## src/hdl/das_defines.svh

```systemverilog
// Constants of the activation sequencer: timer counts, codes, lengths.
// Assumes a 100 MHz system clock and a line bit enable pulse.
`ifndef DAS_DEFINES_SVH
`define DAS_DEFINES_SVH
// Sub-state timer defaults, in increments
`define DAS_M_SUBSTATE_TIMER_ONE 8'd10
`define DAS_M_SUBSTATE_TIMER_TWO 8'd19
`define DAS_M_SUBSTATE_TIMER_THREE 8'd65
`define DAS_M_SUBSTATE_TIMER_FOUR 8'd78
`define DAS_M_SUBSTATE_TIMER_FIVE 8'd103
`define DAS_S_SUBSTATE_TIMER_ONE 8'd27
`define DAS_S_SUBSTATE_TIMER_TWO 8'd19
`define DAS_S_SUBSTATE_TIMER_THREE 8'd39
`define DAS_S_SUBSTATE_TIMER_FOUR 8'd78
`define DAS_S_SUBSTATE_TIMER_FIVE 8'd64
// Bits per increment: 0.10 s at 784 kbps
`define DAS_INC_BITS 78400
// Frame lengths in bits
`define DAS_FL_STD 26'd4704
`define DAS_FL_M6 26'd7008
`define DAS_MODE6 3'h6
// Multiplier choices for control bits 6:5
`define DAS_ACTIVATION_TIMER_MULTIPLIER_0 26'd5000
`define DAS_ACTIVATION_TIMER_MULTIPLIER_1 26'd2500
`define DAS_ACTIVATION_TIMER_MULTIPLIER_2 26'd1667
// Timer durations in ms and the clock rate
`define DAS_CLK_MHZ 100
`define DAS_DEACT_MS 2000
`define DAS_LOS_MS 1000
// Sync word counts
`define DAS_FSW_LOCK 3'd2
`define DAS_FSW_LOSE 3'd6
// Activating sub-state codes
`define DAS_SUB_IDLE 4'h0
`define DAS_SUB_1 4'h1
`define DAS_SUB_2 4'h2
`define DAS_SUB_SIGWAIT 4'h3
`define DAS_SUB_4 4'h4
`define DAS_SUB_5 4'h5
`define DAS_SUB_6 4'h6
`define DAS_SUB_4LVL 4'h7
`define DAS_SUB_FRAME 4'h8
`endif

```

## src/hdl/das_pkg.sv

```systemverilog
// Types shared by the activation sequencer files.
// Assumes the constants header is included where needed.
`default_nettype none
package das_pkg;
  typedef enum logic [2:0] {
    DAS_INACTIVE, DAS_ACTIVATING, DAS_ACTIVE1,
    DAS_ACTIVE2, DAS_PEND_DEACT, DAS_DEACTIVATED
  } das_state_t;
  typedef enum logic [1:0] {DAS_TX_NONE, DAS_TX_TWO, DAS_TX_FOUR} das_tx_t;
  typedef struct packed {
    logic master;
    logic [2:0] mode;
    logic [1:0] activation_timer_multiplier_sel;
    logic quiet;
    logic act_req;
  } das_cfg_t;
  typedef struct packed {
    logic sig_det;
    logic s0_det;
    logic s1_det;
    logic train_done;
    logic fsw_hit;
  } das_line_t;
  typedef struct packed {
    das_state_t state;
    logic [3:0] sub;
    das_tx_t tx;
    logic active;
    logic mat_exp;
  } das_stat_t;
endpackage
`default_nettype wire

```

## src/hdl/das_seq.sv

```systemverilog
// Activation sequencer for a master or slave line transceiver.
// Assumes line detectors and training logic drive i_line, and that
// i_bit_en pulses once per line bit, synchronous to i_clk.
`include "das_defines.svh"
`default_nettype none
// Functional notes
// - Master starts from idle on request, sends two-level
// - Master steps by timer, waits for slave signal
// - Idle slave hearing master starts timer, waits
// - Slave silent until timer passes second threshold
// - Master reloads timer to threshold two plus one
// - Late slave: master waits until signal or expiry
// - After fifth timer, four-level progress is data driven
// - Sub-state durations programmable, documented defaults
// - Unframed modes go straight Active and stay
// - Framed modes search sync word, two hits
// - Active1 until timer expiry, then Active2
// - Expiry or signal loss before Active1 deactivates
// - Master leaves on loss timer, slave on silence
// - Timer is multiplier times frame length bits
// - Bits 6:5 choose multiplier, one code reserved
// - Master loss timer clears while signal present
// - Six missed words start deactivation timer
// - Default deactivation and loss durations
// - Pending deactivation from Active1 or Active2
// - Expired attempt returns straight to Inactive
// - Four-bit sub-state status with fixed codes
// - Received data held high until Active1
module das_seq #(
  parameter int unsigned INC_BITS = `DAS_INC_BITS,
  parameter int unsigned DEACT_CYC = `DAS_DEACT_MS * 1000 * `DAS_CLK_MHZ,
  parameter int unsigned LOS_CYC = `DAS_LOS_MS * 1000 * `DAS_CLK_MHZ,
  parameter logic [7:0] M_SUBSTATE_TIMER_ONE = `DAS_M_SUBSTATE_TIMER_ONE,
  parameter logic [7:0] M_SUBSTATE_TIMER_TWO = `DAS_M_SUBSTATE_TIMER_TWO,
  parameter logic [7:0] M_SUBSTATE_TIMER_THREE = `DAS_M_SUBSTATE_TIMER_THREE,
  parameter logic [7:0] M_SUBSTATE_TIMER_FOUR = `DAS_M_SUBSTATE_TIMER_FOUR,
  parameter logic [7:0] M_SUBSTATE_TIMER_FIVE = `DAS_M_SUBSTATE_TIMER_FIVE,
  parameter logic [7:0] S_SUBSTATE_TIMER_ONE = `DAS_S_SUBSTATE_TIMER_ONE,
  parameter logic [7:0] S_SUBSTATE_TIMER_TWO = `DAS_S_SUBSTATE_TIMER_TWO,
  parameter logic [7:0] S_SUBSTATE_TIMER_THREE = `DAS_S_SUBSTATE_TIMER_THREE,
  parameter logic [7:0] S_SUBSTATE_TIMER_FOUR = `DAS_S_SUBSTATE_TIMER_FOUR,
  parameter logic [7:0] S_SUBSTATE_TIMER_FIVE = `DAS_S_SUBSTATE_TIMER_FIVE,
  parameter logic [25:0] ACTIVATION_TIMER_MULTIPLIER_0 = `DAS_ACTIVATION_TIMER_MULTIPLIER_0,
  parameter logic [25:0] ACTIVATION_TIMER_MULTIPLIER_1 = `DAS_ACTIVATION_TIMER_MULTIPLIER_1,
  parameter logic [25:0] ACTIVATION_TIMER_MULTIPLIER_2 = `DAS_ACTIVATION_TIMER_MULTIPLIER_2
) (
  input wire logic i_clk,
  input wire logic i_resetn,
  input wire logic i_bit_en,
  input wire das_pkg::das_cfg_t i_cfg,
  input wire das_pkg::das_line_t i_line,
  input wire logic i_rx_data,
  output das_pkg::das_stat_t o_stat,
  output logic o_rx_data
);
  // ****************************************
  // Declarations
  // ****************************************
  das_pkg::das_state_t state_r;
  das_pkg::das_state_t state_nxt;
  logic [3:0] sub_r;
  logic [3:0] sub_nxt;
  logic [7:0] inc_r;
  logic fail_r;
  logic [25:0] fl;
  logic [25:0] activation_timer_multiplier;
  logic [25:0] mat_limit;
  logic mat_exp;
  logic inc_done;
  logic frame_done;
  logic deact_exp;
  logic los_exp;
  logic fsw_locked;
  logic fsw_lost;
  logic framed;
  logic master;
  logic resync;
  logic aborting;
  logic [7:0] t1, t2, t3, t4, t5;

  assign master = i_cfg.master;
  assign framed = i_cfg.mode[2] & i_cfg.mode[1];
  // Per-role sub-state thresholds
  assign t1 = master ? M_SUBSTATE_TIMER_ONE : S_SUBSTATE_TIMER_ONE;
  assign t2 = master ? M_SUBSTATE_TIMER_TWO : S_SUBSTATE_TIMER_TWO;
  assign t3 = master ? M_SUBSTATE_TIMER_THREE : S_SUBSTATE_TIMER_THREE;
  assign t4 = master ? M_SUBSTATE_TIMER_FOUR : S_SUBSTATE_TIMER_FOUR;
  assign t5 = master ? M_SUBSTATE_TIMER_FIVE : S_SUBSTATE_TIMER_FIVE;

  // ****************************************
  // Timers
  // ****************************************
  // Frame length and multiplier; reserved code falls back to the first
  assign fl = (i_cfg.mode == `DAS_MODE6) ? `DAS_FL_M6 : `DAS_FL_STD;
  always_comb begin
    case (i_cfg.activation_timer_multiplier_sel)
      2'b01: activation_timer_multiplier = ACTIVATION_TIMER_MULTIPLIER_1;
      2'b10: activation_timer_multiplier = ACTIVATION_TIMER_MULTIPLIER_2;
      default: activation_timer_multiplier = ACTIVATION_TIMER_MULTIPLIER_0;
    endcase
  end
  // Timer limit in bits: multiplier times frame length
  always_comb begin
    mat_limit = 26'(activation_timer_multiplier * fl);
  end

  // Activation timer runs from the start of an attempt to expiry
  das_count #(.W(26)) u_mat (
    .i_clk(i_clk),
    .i_resetn(i_resetn),
    .i_clr(state_r == das_pkg::DAS_INACTIVE),
    .i_en(i_bit_en),
    .i_limit(mat_limit),
    .o_done(mat_exp)
  );
  // Increment divider; self-clears so each wrap is one pulse
  das_count #(.W(32)) u_inc (
    .i_clk(i_clk),
    .i_resetn(i_resetn),
    .i_clr(inc_done || resync || state_r == das_pkg::DAS_INACTIVE),
    .i_en(i_bit_en),
    .i_limit(INC_BITS),
    .o_done(inc_done)
  );
  // Frame divider paces the sync word checks
  das_count #(.W(26)) u_frame (
    .i_clk(i_clk),
    .i_resetn(i_resetn),
    .i_clr(frame_done),
    .i_en(i_bit_en),
    .i_limit(fl - 26'd1),
    .o_done(frame_done)
  );
  // Deactivation timer runs only while pending
  das_count #(.W(32)) u_deact (
    .i_clk(i_clk),
    .i_resetn(i_resetn),
    .i_clr(state_r != das_pkg::DAS_PEND_DEACT),
    .i_en(1'b1),
    .i_limit(DEACT_CYC),
    .o_done(deact_exp)
  );
  // Loss timer: master only, cleared whenever signal is heard
  das_count #(.W(32)) u_los (
    .i_clk(i_clk),
    .i_resetn(i_resetn),
    .i_clr(!master || i_line.sig_det ||
           state_r != das_pkg::DAS_DEACTIVATED),
    .i_en(1'b1),
    .i_limit(LOS_CYC),
    .o_done(los_exp)
  );
  // Sync word tracking in frame search and the active states
  das_fsw_track u_fsw (
    .i_clk(i_clk),
    .i_resetn(i_resetn),
    .i_run(framed && (sub_r == `DAS_SUB_FRAME || (!master && sub_r == `DAS_SUB_4LVL) ||
           state_r != das_pkg::DAS_ACTIVATING)),
    .i_frame_tick(frame_done),
    .i_hit(i_line.fsw_hit),
    .o_locked(fsw_locked),
    .o_lost(fsw_lost)
  );

  // Substate timer: cleared idle, reloaded on resync
  assign resync = master && state_r == das_pkg::DAS_ACTIVATING &&
                  sub_r == `DAS_SUB_SIGWAIT && i_line.s0_det;
  always_ff @(posedge i_clk or negedge i_resetn) begin
    if (!i_resetn) begin
      inc_r <= '0;
    end else if (state_r == das_pkg::DAS_INACTIVE) begin
      inc_r <= '0;
    end else if (resync) begin
      inc_r <= t2 + 8'd1;
    end else if (inc_done && inc_r != 8'hff) begin
      inc_r <= inc_r + 8'd1;
    end
  end

  // ****************************************
  // Activation state machine
  // ****************************************
  // Abort before Active1: expiry, or line silent once it should be heard
  assign aborting = mat_exp ||
    (!i_line.sig_det && (!master || sub_r >= `DAS_SUB_4));

  always_comb begin
    state_nxt = state_r;
    sub_nxt = sub_r;
    case (state_r)
      das_pkg::DAS_INACTIVE: begin
        if (!i_cfg.quiet && master && i_cfg.act_req) begin
          state_nxt = das_pkg::DAS_ACTIVATING;
          sub_nxt = `DAS_SUB_1;
        end else if (!i_cfg.quiet && !master && i_line.sig_det) begin
          state_nxt = das_pkg::DAS_ACTIVATING;
          sub_nxt = `DAS_SUB_1;
        end
      end
      das_pkg::DAS_ACTIVATING: begin
        if (i_cfg.quiet || aborting) begin
          state_nxt = das_pkg::DAS_DEACTIVATED;
          sub_nxt = `DAS_SUB_IDLE;
        end else begin
          case (sub_r)
            `DAS_SUB_1: begin
              // Master pre-gain ends at t1; slave waits to t2
              if (inc_r > (master ? t1 : t2)) sub_nxt = `DAS_SUB_2;
            end
            `DAS_SUB_2: begin
              if (master && inc_r > t2) sub_nxt = `DAS_SUB_SIGWAIT;
              if (!master && inc_r > t1) sub_nxt = `DAS_SUB_SIGWAIT;
            end
            `DAS_SUB_SIGWAIT: begin
              // Master holds here until the slave is heard
              if (resync) sub_nxt = `DAS_SUB_4;
              if (!master && inc_r > t3) sub_nxt = `DAS_SUB_4;
            end
            `DAS_SUB_4: begin
              if (inc_r > (master ? t3 : t5)) sub_nxt = `DAS_SUB_5;
            end
            `DAS_SUB_5: begin
              if (inc_r > t4) sub_nxt = `DAS_SUB_6;
            end
            `DAS_SUB_6: begin
              if (master && inc_r > t5) sub_nxt = `DAS_SUB_4LVL;
              if (!master && i_line.s1_det && i_line.train_done) begin
                sub_nxt = framed ? `DAS_SUB_4LVL : `DAS_SUB_IDLE;
                if (!framed) state_nxt = das_pkg::DAS_ACTIVE1;
              end
            end
            `DAS_SUB_4LVL: begin
              if (master && i_line.s1_det && i_line.train_done) begin
                sub_nxt = framed ? `DAS_SUB_FRAME : `DAS_SUB_IDLE;
                if (!framed) state_nxt = das_pkg::DAS_ACTIVE1;
              end
              if (!master && fsw_locked) begin
                state_nxt = das_pkg::DAS_ACTIVE1;
                sub_nxt = `DAS_SUB_IDLE;
              end
            end
            `DAS_SUB_FRAME: begin
              if (fsw_locked) begin
                state_nxt = das_pkg::DAS_ACTIVE1;
                sub_nxt = `DAS_SUB_IDLE;
              end
            end
            default: sub_nxt = `DAS_SUB_IDLE;
          endcase
        end
      end
      das_pkg::DAS_ACTIVE1, das_pkg::DAS_ACTIVE2: begin
        if (i_cfg.quiet) begin
          state_nxt = das_pkg::DAS_DEACTIVATED;
        end else if (framed && fsw_lost) begin
          state_nxt = das_pkg::DAS_PEND_DEACT;
        end else if (framed && mat_exp) begin
          state_nxt = das_pkg::DAS_ACTIVE2;
        end
      end
      das_pkg::DAS_PEND_DEACT: begin
        if (i_cfg.quiet || deact_exp) begin
          state_nxt = das_pkg::DAS_DEACTIVATED;
        end else if (fsw_locked) begin
          state_nxt = mat_exp ? das_pkg::DAS_ACTIVE2 : das_pkg::DAS_ACTIVE1;
        end
      end
      das_pkg::DAS_DEACTIVATED: begin
        // Expired attempt skips the wait; otherwise wait for quiet line
        if (fail_r) begin
          state_nxt = das_pkg::DAS_INACTIVE;
        end else if (master ? los_exp : !i_line.sig_det) begin
          state_nxt = das_pkg::DAS_INACTIVE;
        end
      end
      default: begin
        state_nxt = das_pkg::DAS_INACTIVE;
        sub_nxt = `DAS_SUB_IDLE;
      end
    endcase
  end

  // State and sub-state registers
  always_ff @(posedge i_clk or negedge i_resetn) begin
    if (!i_resetn) begin
      state_r <= das_pkg::DAS_INACTIVE;
      sub_r <= `DAS_SUB_IDLE;
    end else begin
      state_r <= state_nxt;
      sub_r <= sub_nxt;
    end
  end

  // Failure mark: expiry during an attempt, cleared once back in Inactive
  always_ff @(posedge i_clk or negedge i_resetn) begin
    if (!i_resetn) begin
      fail_r <= 1'b0;
    end else if (state_r == das_pkg::DAS_ACTIVATING && mat_exp) begin
      fail_r <= 1'b1;
    end else if (state_r == das_pkg::DAS_INACTIVE) begin
      fail_r <= 1'b0;
    end
  end

  // ****************************************
  // Outputs
  // ****************************************
  // Status, transmit choice and data gate all registered
  always_ff @(posedge i_clk or negedge i_resetn) begin
    if (!i_resetn) begin
      o_stat <= '0;
      o_rx_data <= 1'b1;
    end else begin
      o_stat.state <= state_nxt;
      o_stat.sub <= sub_nxt;
      o_stat.mat_exp <= mat_exp;
      o_stat.active <= state_nxt == das_pkg::DAS_ACTIVE1 ||
                       state_nxt == das_pkg::DAS_ACTIVE2 ||
                       state_nxt == das_pkg::DAS_PEND_DEACT;
      // Data only once receiver training is complete
      o_rx_data <= (state_r == das_pkg::DAS_ACTIVE1 ||
                    state_r == das_pkg::DAS_ACTIVE2 ||
                    state_r == das_pkg::DAS_PEND_DEACT) ? i_rx_data : 1'b1;
      case (state_nxt)
        das_pkg::DAS_ACTIVATING: begin
          if (!master && sub_nxt == `DAS_SUB_1) begin
            o_stat.tx <= das_pkg::DAS_TX_NONE;
          end else if (sub_nxt == `DAS_SUB_FRAME || (sub_nxt == `DAS_SUB_4LVL &&
                       (master || framed))) begin
            o_stat.tx <= das_pkg::DAS_TX_FOUR;
          end else begin
            o_stat.tx <= das_pkg::DAS_TX_TWO;
          end
        end
        das_pkg::DAS_INACTIVE, das_pkg::DAS_DEACTIVATED: begin
          o_stat.tx <= das_pkg::DAS_TX_NONE;
        end
        default: o_stat.tx <= das_pkg::DAS_TX_FOUR;
      endcase
    end
  end
endmodule
`default_nettype wire

```

## src/hdl/das_count.sv

```systemverilog
// Up-counter that stops at a limit and flags it; also a divider.
// Assumes a single clock and an active-low asynchronous reset.
`default_nettype none
module das_count #(
  parameter int W = 32
) (
  input wire logic i_clk,
  input wire logic i_resetn,
  input wire logic i_clr,
  input wire logic i_en,
  input wire logic [W-1:0] i_limit,
  output logic o_done
);
  logic [W-1:0] cnt_r;
  // Count enables, hold at the limit
  always_ff @(posedge i_clk or negedge i_resetn) begin
    if (!i_resetn) begin
      cnt_r <= '0;
    end else if (i_clr) begin
      cnt_r <= '0;
    end else if (i_en && !o_done) begin
      cnt_r <= cnt_r + 1'b1;
    end
  end
  assign o_done = (cnt_r >= i_limit);
endmodule
`default_nettype wire

```

## src/hdl/das_fsw_track.sv

```systemverilog
// Frame sync word tracker: lock on two hits, loss on six misses.
// Assumes one frame tick per frame slot and a hit flag at that tick.
`include "das_defines.svh"
`default_nettype none
module das_fsw_track (
  input wire logic i_clk,
  input wire logic i_resetn,
  input wire logic i_run,
  input wire logic i_frame_tick,
  input wire logic i_hit,
  output logic o_locked,
  output logic o_lost
);
  logic [2:0] hit_r;
  logic [2:0] miss_r;
  // Consecutive hit and miss runs, reset when idle
  always_ff @(posedge i_clk or negedge i_resetn) begin
    if (!i_resetn) begin
      hit_r <= '0;
      miss_r <= '0;
    end else if (!i_run) begin
      hit_r <= '0;
      miss_r <= '0;
    end else if (i_frame_tick) begin
      if (i_hit) begin
        miss_r <= '0;
        if (hit_r < `DAS_FSW_LOCK) hit_r <= hit_r + 3'd1;
      end else begin
        hit_r <= '0;
        if (miss_r < `DAS_FSW_LOSE) miss_r <= miss_r + 3'd1;
      end
    end
  end
  assign o_locked = (hit_r == `DAS_FSW_LOCK);
  assign o_lost = (miss_r == `DAS_FSW_LOSE);
endmodule
`default_nettype wire

```

## config.mk

```make
export PLATFORM = sky130hd
export DESIGN_NAME = das_seq
export DESIGN_NICKNAME = d
export VERILOG_FILES = /design/src/hdl/das_pkg.sv /design/src/hdl/das_seq.sv /design/src/hdl/das_count.sv /design/src/hdl/das_fsw_track.sv
export VERILOG_INCLUDE_DIRS = /design/src /design/src/hdl
export SDC_FILE = /design/constraint.sdc
export NUM_CORES = 1
export LEC_CHECK = 0
export BUFFER_PORTS_ARGS = -buffer_cell sky130_fd_sc_hd__buf_2
export CAP_MARGIN = 30
export CORE_UTILIZATION = 45
export CTS_BUF_LIST = sky130_fd_sc_hd__clkbuf_2 sky130_fd_sc_hd__clkbuf_4 sky130_fd_sc_hd__clkbuf_8
export CTS_CLUSTER_DIAMETER = 80
export CTS_CLUSTER_SIZE = 16
export DETAILED_ROUTE_END_ITERATION = 10
export GPL_ROUTABILITY_DRIVEN = 0
export PLACE_DENSITY_LB_ADDON = 0.05
export REMOVE_ABC_BUFFERS = 1
export SLEW_MARGIN = 10
export SYNTH_ARGS = -nofsm -noshare
export SYNTH_HDL_FRONTEND = slang
export SYNTH_SLANG_ARGS = --single-unit
```

## constraint.sdc

```tcl
create_clock -name i_clk -period 3.05 [get_ports i_clk]
set_input_delay 0.1525 -clock i_clk [delete_from_list [all_inputs] [get_ports i_clk]]
set_output_delay 0.1525 -clock i_clk [all_outputs]
set_load 0.1 [all_outputs]
```

* Yosys cells after proc, flatten, opt, wreduce, memory -nomap -nowiden
Cells that the tools add are included.
** Storage, ports and cells
- Flip-flop bits (word level) :: 175
- Input port bits :: 17
- Output and inout port bits :: 12
- Logic and storage cells :: 210
** Cells by class
- Add/sub/neg operators :: 9
- Multiply operators :: 1
- Magnitude comparators :: 15
- Equality and inequality tests :: 35
- Mux-type cells :: 72
- Bitwise logic cells :: 1
- Reductions and logical operators :: 62
** Operators with widths (number)
- $mux W32 :: 6
- $mux W26 :: 4
- $add A32 B1 Y32 const B :: 3
- $mux W3 :: 24
- $mux W4 :: 16
- $add A26 B1 Y26 const B :: 2
- $ge A26 B26 Y1 :: 2
- $ge A32 B17 Y1 const B :: 1
- $ge A32 B27 Y1 const B :: 1
- $ge A32 B28 Y1 const B :: 1
- $pmux W4 S8 :: 1
- $logic_and A1 B1 Y1 :: 28
- $mul A13 B13 Y26 :: 1
- $pmux W13 S2 :: 1
- $gt A8 B7 Y1 :: 3
- $mux W8 :: 3
- $eq A4 B3 Y1 const B :: 5
- $eq A3 B3 Y1 const B :: 6
- $gt A8 B5 Y1 :: 2
- $logic_or A1 B1 Y1 :: 16
- $eq A3 B2 Y1 const B :: 5
- $pmux W3 S5 :: 1
- $mux W7 :: 2
- $sub A13 B1 Y14 const B :: 1
- other kinds (34) :: 60

* Longest topological paths before layout
Gate-level depths: netlist of the first run.
- Depth in word-level cells :: 15
- Gate-level depth with buffers :: 33
- Mapped depth without buffers :: 32

* Modules after synthesis
From an unflattened synthesis of the first run, not the netlist that was laid out.
** Second synthesis, totals
- Cells, all modules :: 1930
- Area, all modules :: 16483.3 µm²
** Modules (own cells, without submodules)
- das_count (u_deact ...) :: times used 3, cells an instance 312, area each 2677.6 µm², seq. area each 800.8 µm²
- das_seq :: times used 1, cells an instance 437, area each 3643.5 µm², seq. area each 526.8 µm²
- das_count (u_mat) :: times used 1, cells an instance 264, area each 2240.9 µm², seq. area each 650.6 µm²
- das_count (u_frame) :: times used 1, cells an instance 251, area each 2179.6 µm², seq. area each 650.6 µm²
- das_fsw_track :: times used 1, cells an instance 42, area each 386.6 µm², seq. area each 150.1 µm²

* Worst setup path after synthesis of the first run
Ideal clock, no wire load.
- Path kind :: input to register
- Start :: in i_cfg[2] (netlist name)
- End :: reg u_mat.cnt_r[18]
- Setup time :: 132 ps
- Data arrival time :: 6351 ps
- Data required time :: 2918 ps
- Slack :: -3432 ps
- Stages on the path :: 32
- Path buffers :: 2
- Path through :: inv_1 -> ha_1 -> clkbuf_1 -> clkbuf_1 -> nor2_1 -> inv_1 -> o21ai_0 -> ha_1 -> xnor2_1 -> xnor2_1 -> fa_1 -> inv_1 -> ha_1 -> ha_1 -> a21oi_1 -> o21ai_0 -> a21bo_2 -> a21oi_1 -> o21ai_0 -> a21oi_1 -> nor2_1 -> o41ai_1 -> xnor2_1 -> ha_1 -> nand4_1 -> nor4_1 -> a221oi_1 -> a31oi_1 -> nor4_2 -> nand4_1 -> xor2_1 -> nor2_1
** On the way
- Cells in the longest elaborated chain, start to end :: 7
- Elaborated cells between the ends (all ways) :: 8
- Classes of those cells :: mul (1); order compare (1); eq/ne (2); mux (1); reduce/logical (3)
** Ends and longest elaborated chain
- start, declared :: RTL line das_seq.sv:50 : input wire das_pkg::das_cfg_t i_cfg,
- $eq A2 B2 Y1 / $eq A2 B1 Y1 (equally long branches) :: RTL line das_seq.sv:96 : case (i_cfg.activation_timer_multiplier_sel)
- $pmux W13 S2 * :: RTL line das_seq.sv:96
- $mul A13 B13 Y26 * :: RTL line das_seq.sv:104 : mat_limit = 26'(activation_timer_multiplier * fl);
- $ge A26 B26 Y1 * :: RTL line das_count.sv:25 : assign o_done = (cnt_r >= i_limit);
- $logic_not A1 Y1 * :: RTL line das_count.sv:21 : end else if (i_en && !o_done) begin
- $logic_and A1 B1 Y1 * :: RTL line das_count.sv:21
- $reduce_bool A2 Y1 (no line) *
- end signal, assigned :: RTL line das_count.sv:22 : cnt_r <= cnt_r + 1'b1;
- end, declared :: RTL line das_count.sv:14 : logic [W-1:0] cnt_r;
Mark *: on every way between the ends. The rest lies on a longest branch, timed or not.
A chain may end at the register's enable or synchronous reset.

* Worst setup path in the final report of the first run
- Start :: in i_cfg[2] (netlist name)
- End :: reg o_stat[2] (netlist name)
** On the way
- Cells in the longest elaborated chain, start to end :: 14
- Elaborated cells between the ends (all ways) :: 31
- Classes of those cells :: mul (1); order compare (1); eq/ne (7); mux (14); reduce/logical (8)
** Ends and longest elaborated chain
- $eq A2 B2 Y1 / $eq A2 B1 Y1 (equally long branches) :: RTL line das_seq.sv:96
- $pmux W13 S2 * :: RTL line das_seq.sv:96
- $mul A13 B13 Y26 * :: RTL line das_seq.sv:104
- $ge A26 B26 Y1 * :: RTL line das_count.sv:25
- via mat_exp :: RTL line das_seq.sv:68 : logic mat_exp;
- $logic_or A1 B1 Y1 :: RTL line das_seq.sv:184 : assign aborting = mat_exp ||
- $logic_or A1 B1 Y1 :: RTL line das_seq.sv:201 : if (i_cfg.quiet || aborting) begin
- $mux W4 :: RTL line das_seq.sv:201
- $pmux W4 S3 :: RTL line das_seq.sv:190 : case (state_r)
- $eq A4 B3 Y1 (no line)
- $logic_and A1 B1 Y1 :: RTL line das_seq.sv:328 : end else if (sub_nxt == `DAS_SUB_FRAME || (sub_nxt == `DAS_SUB_4LVL &&
- $logic_or A1 B1 Y1 :: RTL line das_seq.sv:328
- $mux W2 :: RTL line das_seq.sv:328
- $mux W2 :: RTL line das_seq.sv:326 : if (!master && sub_nxt == `DAS_SUB_1) begin
- $pmux W2 S2 * :: RTL line das_seq.sv:324 : case (state_nxt)
- end, declared :: RTL line das_seq.sv:53 : output das_pkg::das_stat_t o_stat,
The timed path passes the listed nets; every way through them passes the cells marked *.

==> results of run 1 <==
-- metal layers --
layer | GRT usage [%] | vias up
met5 | 0 | -
met4 | 6.620 | 0
met3 | 2.900 | 35
met2 | 33.83 | 103
met1 | 29.16 | 4311
li1 | - | 4551
-- logic make-up (layout without fill, tap and decap cells) --
family                     after synthesis  after routing  synth area share [%]
and+or+nand+nor                        503            503                 22.64
buffers and inverters                  100            259                 3.620
other                                    1             29               0.03390
muxes                                    4              4                0.3620
AOI/OAI and AO/OA                      196            196                 11.30
DFF                                    175            175                 39.60
xor gates and xnor gates               120            120                 9.501
adders and majority gates              109            109                 12.94
-- Yosys cell counts (6+ instances only) --
library cell / count / area share [%]
nor2b_1: 9 / 0.51
or2_2: 8 / 0.45
nand3_1: 55 / 2.5
nand4_1: 43 / 2.4
ha_1: 100 / 11
clkbuf_1: 35 / 1.2
and4_1: 7 / 0.55
nor4_1: 19 / 1.1
o211ai_1: 9 / 0.61
and2_1: 17 / 0.96
a21oi_1: 61 / 2.8
dfrtp_1: 174 / 39
nand2b_1: 12 / 0.68
and3_1: 20 / 1.1
nor3_1: 23 / 1.0
nand2_1: 81 / 2.7
nor2_1: 169 / 5.7
xnor2_1: 40 / 3.2
xor2_1: 80 / 6.3
or3_1: 14 / 0.79
o21ai_0: 44 / 2.0
fa_1: 9 / 1.6
o31ai_1: 6 / 0.41
a21o_1: 7 / 0.48
inv_1: 55 / 1.9
a211o_1: 6 / 0.48
a31oi_1: 10 / 0.57
-- worst max-delay path, delay by kind of cell --
family,cells,cell delay (ns)
AOI/OAI and AO/OA,8,1.61
xor gates and xnor gates,3,0.65
adders and majority gates,5,1.45
buffers and inverters,7,0.82
and+or+nand+nor,8,1.12
-- worst min path at each step --
| stage | end | slack [ns] |
|---|---|---|
| 2_1_floorplan | fail_r$_DFFE_PN0P_ | -0.14 |
| 3_3_place_gp | u_deact.cnt_r[11]$_DFFE_PN0P_ | 0.21 |
| 3_5_place_dp | u_deact.cnt_r[4]$_DFFE_PN0P_ | 0.21 |
| 4_1_cts | u_fsw.miss_r[2]$_DFFE_PN0P_ | 0.03 |
| 5_1_grt | u_fsw.miss_r[2]$_DFFE_PN0P_ | 0.05 |
| 6_report | u_fsw.miss_r[2]$_DFFE_PN0P_ | 0.05 |
-- stage by stage --
step	hold WS [ns]	setup TNS (ns)
2_1_floorplan	-0.1431	-121.53
3_3_place_gp	0.2066	-120.95
3_5_place_dp	0.2150	-124.78
4_1_cts	0.03068	-76.76
5_1_grt	0.04975	-89.94
6_report	0.05105	-81.92
-- state kept, by name, indices dropped and copies added, names as in the netlist --
| signal | cells |
|---|---|
| u_deact.cnt_r | 32 |
| u_mat.cnt_r | 26 |
| fail_r | 1 |
| u_los.cnt_r | 32 |
| o_stat | 11 |
| o_rx_data | 1 |
| inc_r | 8 |
| u_fsw.hit_r | 3 |
| u_fsw.miss_r | 3 |
| u_frame.cnt_r | 26 |
| u_inc.cnt_r | 32 |
-- area by class of cell --
cell class | count | area, um^2 | share of cell area [%]
flip-flops and latches | 175 | 4380 | 31.70
repair buffers | 172 | 1361 | 9.851
diodes | 1 | 2.502 | 0.01811
clock inverters | 14 | 146.4 | 1.059
well taps | 324 | 405.4 | 2.933
clock buffers | 18 | 247.7 | 1.793
inverters | 55 | 209.0 | 1.512
multi-input cells | 960 | 7067 | 51.14
-- power groups by stage --
stage | logic (mW) | clock network, mW | registers, mW
after floorplan | 1.18 | 0 | 2.87
after global placement | 2.30 | 0 | 2.58
after detailed placement | 2.31 | 0 | 2.58
after CTS | 2.54 | 1.66 | 2.53
after global routing | 2.91 | 1.74 | 2.55
final | 2.65 | 1.59 | 2.53
-- what timing repair did --
action                     4_1_cts  5_1_grt
setup buffers                   13       14
setup endpoints to repair       38       38
gates resized for setup        111       37
pin swaps                       77       46
hold endpoints to repair        65        0
hold buffers                     2        0
gates cloned                     0        0
==> qor.yml, run 1 <==
power_density_nw_per_um2: 489.7
synth_area_per_cell_um2: 9.157
critPathKind: "input pin to flip-flop"
dieArea_um2: 25210
status: "finished with violations"
critPathSlowestCell: "fa_1"
area_growth_pct: 24.93
power.share.clock_pct: 23.5
cts-htree-levels: 4
final_area_um2: 13820
cts_buffer_depth: 2
fin_crit_sh_pct: 178.3
violations: "negative setup slack"
path_clk_slew_ns: 0.10
routed_via_density: 5.236
syn_inst: 1208
finalPower_mw: 6.767
hold_viol: 0
startpoint_type: "input pin"
finalClockSkew_ns: 0.01793
dr.pass1.iters: 5
drive_above_1_share_pct: 22.09
portBuffers: 28
grt_pass1_vias: 8841
cts_tree: "built"
critPathMaxFanout: 5
ys_ff_latch: 175
worstReg2RegEnd: "o_stat[2]$_DFF_PN0_"
place_ws_ns: -3.554
drv_cap: 0
wl_met1_mm: 12.49
async_flop_share_pct: 100.0
first_iter_violations: 522
min-delay-path-class: "input pin to flip-flop"
finalSetupViolCount: 38
ys_warn_count: 0
routed_wl_mm: 25.65
cp.arrival_ns: 5.83
die_w_um: 158.8
final_util_pct: 56.99
max-slew-margin-rel_pct: 50.57
clock.fmax_ghz: 0.1839
fp.coreArea_um2: 24250
pin_count: 29
p_seq_share_pct: 37.4
rsz0062_at_grt: "yes"
p_int_mw: 4.149
combinationalPowerShare_pct: 39.1
drcViolationCount: 0
clock_latency_ns: 0.47
initial_core_util_pct: 45.62
vias: 9000
final_common_cell: "dfrtp_1"
maxUsedRoutingLayer: "met4"
cpMostUsedCell: "buf_6"
fillers: 2178
ys_seq_area_share_pct: 39.60
synth_cell_types: 77
finalNetCount: 1507
syn_area_um2: 11060
hp-start: "i_line[0]"
worstSetupStartpoint: "i_cfg[2]"
antenna_left: 0
ff2ff_setup_slack_ns: 0.12
final_cell_mix: "dfrtp_1, nor2_1, buf_4, ha_1, xor2_1"
worstPathRequired_ns: 3.44
met2_length_mm: 12.17
worst_pin_slew_ns: 0.7382
switching_share_pct: 38.70
fin_cells: 1719
max-vdd-ir-drop_v: 0.0002544
wl_per_cell_um: 14.92
min_period_ns: 5.438
rows: 57
power.leakage_nw: 6.176
grt.total_usage_pct: 21.01
dpl_cell_area_um2: 12470
min_path_cells: 3
synth-main-ff-cell: "dfrtp_1"
switchingPower_mw: 2.619
met3_wirelength_um: 475
synth-edff-count: 0
fin_ws_ns: -2.388
grt-ovfl-total: 0
chipHeight_um: 158.8
root_buffer: "clkbuf_8"
reg2regPathDepth: 9
hpwl_mm: 18.31
worst_path_largest_cell_delay_ns: 0.45
grt_antenna_before_repair: 1
endpoint: "o_stat[2]$_DFF_PN0_"
cp-end-kind: "flip-flop"
clock-sinks: 175
numCtsBuffers: 17
grt_max_degree: 69
grt_pass1_wl_mm: 43.42
dp_cells: 1664
drv_slew: 0
r2r-start: "inc_r[5]$_DFFE_PN0P_"
(Power assumes the default switching activity.)
==> inputs of run 2 (changes only) <==
--- a/config.mk
+++ b/config.mk
@@ -19,4 +19,5 @@
 export SLEW_MARGIN = 10
 export SYNTH_ARGS = -nofsm -noshare
 export SYNTH_HDL_FRONTEND = slang
+export SYNTH_HIERARCHICAL = 1
 export SYNTH_SLANG_ARGS = --single-unit
==> qor.yml, run 2 <==
reg2regPathDepth: 12  # +3
cp-end-kind: "flip-flop"
r2r-start: "u_mat/cnt_r[11]$_DFFE_PN0P_"
fp.coreArea_um2: 35830  # +48%
finalPower_mw: 7.579  # +12%
grt_antenna_before_repair: 1  # unchanged
drv_slew: 0  # unchanged
startpoint_type: "input pin"
ff2ff_setup_slack_ns: -0.15  # -0.27 ns
hp-start: "i_line[3]"
pin_count: 29  # unchanged
synth-edff-count: 0  # unchanged
max-vdd-ir-drop_v: 0.0002796  # +9.9%
grt_pass1_wl_mm: 73.43  # +69%
reg_top3: "u_deact/cnt_r x32, u_inc/cnt_r x32, u_los/cnt_r x32"
min_period_ns: 5.696  # +0.2586 ns
portBuffers: 28  # unchanged
synthMuxAreaShare_pct: 1.670  # +1.3 points
critPathKind: "input pin to flip-flop"
rsz0062_at_grt: "yes"
synth-main-ff-cell: "dfrtp_1"
worstSetupStartpoint: "i_cfg[5]"
worst_path_largest_cell_delay_ns: 0.57  # +0.12 ns
clock.fmax_ghz: 0.1756  # -4.5%
antenna_left: 0  # unchanged
async_flop_share_pct: 100.0  # unchanged
cpMostUsedCell: "ha_4"
routed_via_density: 5.662  # +8.2%
max-slew-margin-rel_pct: 59.44  # +8.9 points
drv_cap: 0  # unchanged
root_buffer: "clkbuf_8"
power.leakage_nw: 9.053  # +47%
status: "finished with violations"
fin_ws_ns: -2.646  # -0.2586 ns
ys_warn_count: 6  # +6
cts_tree: "built"
critPathSlowestCell: "fa_2"
min_path_cells: 3  # unchanged
clock-sinks: 175  # unchanged
yosys.area_share.xor_xnor_pct: 1.700  # -7.8 points
synth_top_cell_area_share_pct: 26.42  # -13 points
min-delay-path-class: "input pin to flip-flop"
ys_seq_area_share_pct: 26.58  # -13 points
grt_max_degree: 68  # -1.4%
area_growth_pct: 21.42
cp.arrival_ns: 6.09  # +0.26 ns
synth_common_cells: "ha_1, a21oi_1, inv_1, dfrtp_1, nand2_1"
syn_area_um2: 16480  # +49%
synth_cell_types: 106  # +38%
drive_above_1_share_pct: 18.92  # -3.2 points
synth_area_per_cell_um2: 8.541  # -6.7%
worst_pin_slew_ns: 0.6084  # -0.1299 ns
rows: 69  # +21%
syn_inst: 1930  # +60%
dieArea_um2: 37400  # +48%
critPathMaxFanout: 3  # -2
grt-ovfl-total: 0  # unchanged
hold_viol: 0  # unchanged
ys_ff_latch: 175  # unchanged
drcViolationCount: 0  # unchanged
routed_wl_mm: 43.69  # +70%
cts-htree-levels: 4  # unchanged
worstPathRequired_ns: 3.44  # about the same
synthAdderAreaFrac_pct: 17.82  # +4.9 points
grt_pass1_vias: 14941  # +69%
first_iter_violations: 870  # +67%
fillers: 3262  # +50%
clock_latency_ns: 0.49  # +0.02 ns
initial_core_util_pct: 46.01  # +0.39 points
cts_buffer_depth: 2  # unchanged
place_ws_ns: -3.845  # -0.2907 ns
violations: "negative setup slack"
numCtsBuffers: 17  # unchanged
dr.pass1.iters: 6  # +1
hpwl_mm: 31.49  # +72%
synth-compound-area-share_pct: 19.89  # +8.6 points
yosysTopAreaCell: "dfrtp_1"
finalNetCount: 2492  # +65%
final_cell_mix: "buf_4, ha_1, a21oi_1, inv_1, dfrtp_1"
synth-simple-area-share_pct: 24.72  # +2.1 points
finalSetupViolCount: 38  # unchanged
synth_top_family_by_area: "simple AND/OR/NAND/NOR gates"
path_clk_slew_ns: 0.11  # about the same
worstReg2RegEnd: "o_stat[2]$_DFF_PN0_"
final_common_cell: "buf_4"
wl_per_cell_um: 16.07  # +7.7%
fin_crit_sh_pct: 186.8  # +8.5 points
holdPathEnd: "inc_r[2]$_DFFE_PN0P_"
finalClockSkew_ns: 0.01864  # +0.0007034 ns
synth_most_common_cell: "ha_1"
die_w_um: 193.4  # +22%
chipHeight_um: 193.4  # +22%
synth_area_leaders: "dfrtp_1, ha_1, a21oi_1"
power_density_nw_per_um2: 378.7  # -23%
vias: 15396  # +71%
grt.total_usage_pct: 23.63  # +2.6 points
run 2: cell count changes after synthesis, sizes merged, moves of 75 or more:
cell,previous run,this run
xor2,80,5
a21oi,61,206
o31ai,6,105
inv,55,200
or4,4,105
ha,100,222
run 2: logic make-up after synthesis:
kind of cell,after synthesis
AND/OR/NAND/NOR,693
other,2
XOR/XNOR,32
AO/OA/AOI/OAI,486
adder cells (fa/ha/maj),230
multiplexers,25
buffers and inverters,287
flip-flops,175
run 2: where the power goes:
group          switching, mW  internal (mW)
Combinational           1.80           1.24
Clock                  0.965          0.914
Sequential             0.191           2.47
run 2: layout make-up:
class | instances | area [um^2] | share of cell area (%)
Sequential cell | 175 | 4380 | 21.89
Clock inverter | 13 | 187.7 | 0.9377
Tap cell | 461 | 576.8 | 2.882
Antenna cell | 1 | 2.502 | 0.01250
Clock buffer | 18 | 247.7 | 1.238
Multi-Input combinational cell | 1596 | 11810 | 59.00
Timing Repair Buffer | 254 | 2057 | 10.28
Inverter | 201 | 754.5 | 3.770
run 2: how the worst max path moves through the flow:
stage / cells after the start / slack, ns / end
2_1_floorplan: 32 / -4.32 / o_stat[2]$_DFF_PN0_
3_3_place_gp: 34 / -3.64 / o_stat[2]$_DFF_PN0_
3_5_place_dp: 34 / -3.84 / o_stat[2]$_DFF_PN0_
4_1_cts: 33 / -2.71 / o_stat[2]$_DFF_PN0_
5_1_grt: 33 / -2.93 / o_stat[2]$_DFF_PN0_
6_report: 34 / -2.65 / o_stat[2]$_DFF_PN0_
run 2: repair_timing:
action	4_1_cts	5_1_grt
gates resized for setup	60	40
hold endpoints to repair	50	0
pin swaps	44	42
cloned	0	6
hold buffers	3	0
setup buffers	19	9
setup endpoints to repair	38	49
run 2: per-layer routing:
| layer | vias up | GRT usage, % | share of wire [%] |
|---|---|---|---|
| li1 | 7715 | - | - |
| met1 | 7345 | 31.88 | 48 |
| met2 | 297 | 39.91 | 46 |
| met3 | 39 | 3.661 | 4.3 |
| met4 | 0 | 4.889 | 1.3 |
| met5 | - | 0 | 0 |
run 2: stage by stage:
stage          instances  util [%]  cell area [um^2]  setup TNS, ns  hold slack (ns)
4_1_cts             2705     54.83             19640         -84.60        0.0003967
6_report            2719     55.86             20010         -81.45          0.05769
3_5_place_dp        2655     52.23             18710        -123.28           0.1566
2_1_floorplan       1971         -             16470        -141.87          -0.1431
5_1_grt             2718     55.85             20010         -90.73          0.01725
3_3_place_gp        2655     52.23             18710        -117.76           0.1556
run 2: critical path: cells and delay by family:
family,cells,cell delay (ns)
simple gates,9,1.42
buf+inv,6,0.63
xor+xnor,1,0.15
compound gates,11,1.88
fa+ha+maj,7,1.85
==> inputs of run 3 (changes only) <==
--- a/config.mk
+++ b/config.mk
@@ -14,6 +14,7 @@
 export CTS_CLUSTER_SIZE = 16
 export DETAILED_ROUTE_END_ITERATION = 10
 export GPL_ROUTABILITY_DRIVEN = 0
+export MAX_ROUTING_LAYER = met4
 export PLACE_DENSITY_LB_ADDON = 0.05
 export REMOVE_ABC_BUFFERS = 1
 export SLEW_MARGIN = 10
==> qor.yml, run 3 (synthesis gave the netlist of run 2 again) <==
grt_pass1_wl_mm: 73.44  # about the same
min_period_ns: 5.681  # -0.01547 ns
clock.fmax_ghz: 0.1760  # +0.27%
finalSetupViolCount: 38  # unchanged
cts_tree: "built"
max-slew-margin-rel_pct: 60.08  # +0.63 points
critPathMaxFanout: 3  # unchanged
finalPower_mw: 7.573  # about the same
chipHeight_um: 193.4  # unchanged
finalClockSkew_ns: 0.01859  # -0.00004210 ns
dr.pass1.iters: 5  # -1
power.leakage_nw: 8.980  # -0.80%
routed_wl_mm: 42.95  # -1.7%
fillers: 3283  # +0.64%
critPathKind: "input pin to flip-flop"
cp.arrival_ns: 6.08  # about the same
hold_viol: 0  # unchanged
finalNetCount: 2483  # -0.36%
rows: 69  # unchanged
vias: 15314  # -0.53%
cp_top_family: "compound AO/OA/AOI/OAI gates"
final_util_pct: 55.34  # -0.52 points
fin_crit_sh_pct: 186.3  # -0.51 points
worst-path-buf-inv: 6  # unchanged
place_ws_ns: -3.845  # unchanged
drcViolationCount: 0  # unchanged
power_density_nw_per_um2: 382.0  # +0.87%
worstPathRequired_ns: 3.45  # about the same
worst_path_largest_cell_delay_ns: 0.56  # about the same
first_iter_violations: 778  # -11%
final_common_cell: "buf_4"
fp.coreArea_um2: 35830  # unchanged
fin_ws_ns: -2.631  # +0.01547 ns
rsz0062_at_grt: "yes"
max-vdd-ir-drop_v: 0.0002838  # +1.5%
portBuffers: 28  # unchanged
grt-ovfl-total: 0  # unchanged
initial_core_util_pct: 46.01  # unchanged
grt_pass1_vias: 14946  # +0.033%
routed_via_density: 5.651  # -0.20%
clock_latency_ns: 0.50  # about the same
dieArea_um2: 37400  # unchanged
drv_slew: 0  # unchanged
path_clk_slew_ns: 0.11  # about the same
hpwl_mm: 31.49  # unchanged
startpoint_type: "input pin"
critPathSlowestCell: "fa_2"
cpMostUsedCell: "ha_4"
cts_buffer_depth: 2  # unchanged
tns_ns: -83.11  # -1.659 ns
violations: "negative setup slack"
final_cell_mix: "buf_4, ha_1, a21oi_1, inv_1, dfrtp_1"
drv_cap: 0  # unchanged
final_area_um2: 19830  # -0.93%
antenna_left: 0  # unchanged
pin_count: 29  # unchanged
min-delay-path-class: "input pin to flip-flop"
cts-htree-levels: 4  # unchanged
reg_top3: "u_deact/cnt_r x32, u_inc/cnt_r x32, u_los/cnt_r x32"
area_growth_pct: 20.29
wl_per_cell_um: 15.85  # -1.4%
die_w_um: 193.4  # unchanged
status: "finished with violations"
worst_pin_slew_ns: 0.5988  # -0.009514 ns
grt_max_degree: 68  # unchanged
grt.total_usage_pct: 24.35  # +0.73 points
cp-end-kind: "flip-flop"
dpl_cell_area_um2: 18710  # unchanged
clock-sinks: 175  # unchanged
root_buffer: "clkbuf_8"
drive_above_1_share_pct: 18.51  # -0.41 points
numCtsBuffers: 17  # unchanged
grt_antenna_before_repair: 1  # unchanged
==> run 3: changes by cell type in the layout (fill, tap and decap cells not counted), moves of 2 or more <==
| cell | previous run | this run |
|---|---|---|
| a21oi_1 | 197 | 199 |
| a21oi_2 | 7 | 5 |
| buf_6 | 15 | 11 |
| clkbuf_16 | 4 | 0 |
| buf_4 | 201 | 203 |
==> run 3: layout make-up <==
| cell class | instances | area, um^2 | area share, % |
|---|---|---|---|
| antenna | 1 | 2.502 | 0.01262 |
| clock buffer | 18 | 247.7 | 1.249 |
| clock inverter | 13 | 187.7 | 0.9465 |
| inverter | 201 | 754.5 | 3.805 |
| multi-input combinational | 1595 | 11790 | 59.44 |
| sequential | 175 | 4380 | 22.09 |
| tap | 461 | 576.8 | 2.909 |
| timing repair buffer | 246 | 1892 | 9.541 |
==> run 3: metal layers <==
layer,vias up,part of all wire (%),track usage (%)
met4,0,1.2,4.889
met2,258,47,39.95
met1,7317,48,31.87
li1,7706,-,-
met3,33,3.7,3.661
met5,-,0,-
==> run 3: stage by stage <==
step / std cells / hold WS (ns)
after floorplan: 1971 / -0.1431
after global placement: 2655 / 0.1556
after detailed placement: 2655 / 0.1566
after CTS: 2705 / 0.0003967
after global routing: 2710 / 0.01724
final: 2710 / 0.04906
==> run 3: repair_timing <==
item	in CTS	in global routing
endpoints found under the setup margin	38	49
gates cloned	0	0
endpoints found under the hold margin	50	0
pin swaps	44	41
gates resized for setup	60	30
setup buffers	19	6
hold buffers	3	0
==> run 3: worst paths after layout <==
kind / slack (ns) / startpoint / cells after the start / end
max in group asynchronous: 2.09 / i_resetn / 3 / o_rx_data$_DFF_PN1_
setup reg to reg: -0.12 / u_mat/cnt_r[11]$_DFFE_PN0P_ / 12 / o_stat[2]$_DFF_PN0_
setup / recovery: -2.63 / i_cfg[5] / 34 / o_stat[2]$_DFF_PN0_
hold / removal: 0.05 / i_line[3] / 3 / inc_r[2]$_DFFE_PN0P_
min in group asynchronous: 0.18 / i_resetn / 2 / u_mat/cnt_r[4]$_DFFE_PN0P_
hold reg to reg: 0.53 / fail_r$_DFFE_PN0P_ / 1 / fail_r$_DFFE_PN0P_
==> run 3: report_power, final <==
part,total [mW],internal (mW),switching [mW],leakage [nW]
combinational,3.03,1.24,1.80,6.35
clock,1.88,0.914,0.963,0.212
sequential,2.66,2.47,0.190,2.42
==> run 3: worst register-to-register path, stage by stage, from the launching register on <==
cell	delay (ns)
dfrtp_1	0.41
ha_1	0.30
a21o_1	0.16
a221o_1	0.37
a221oi_4	0.32
nand2_2	0.08
or2_4	0.26
nor4_4	0.19
o41a_1	0.25
a221oi_4	0.06
o2111a_1	0.18
a41o_1	0.23
nor4bb_2	0.25
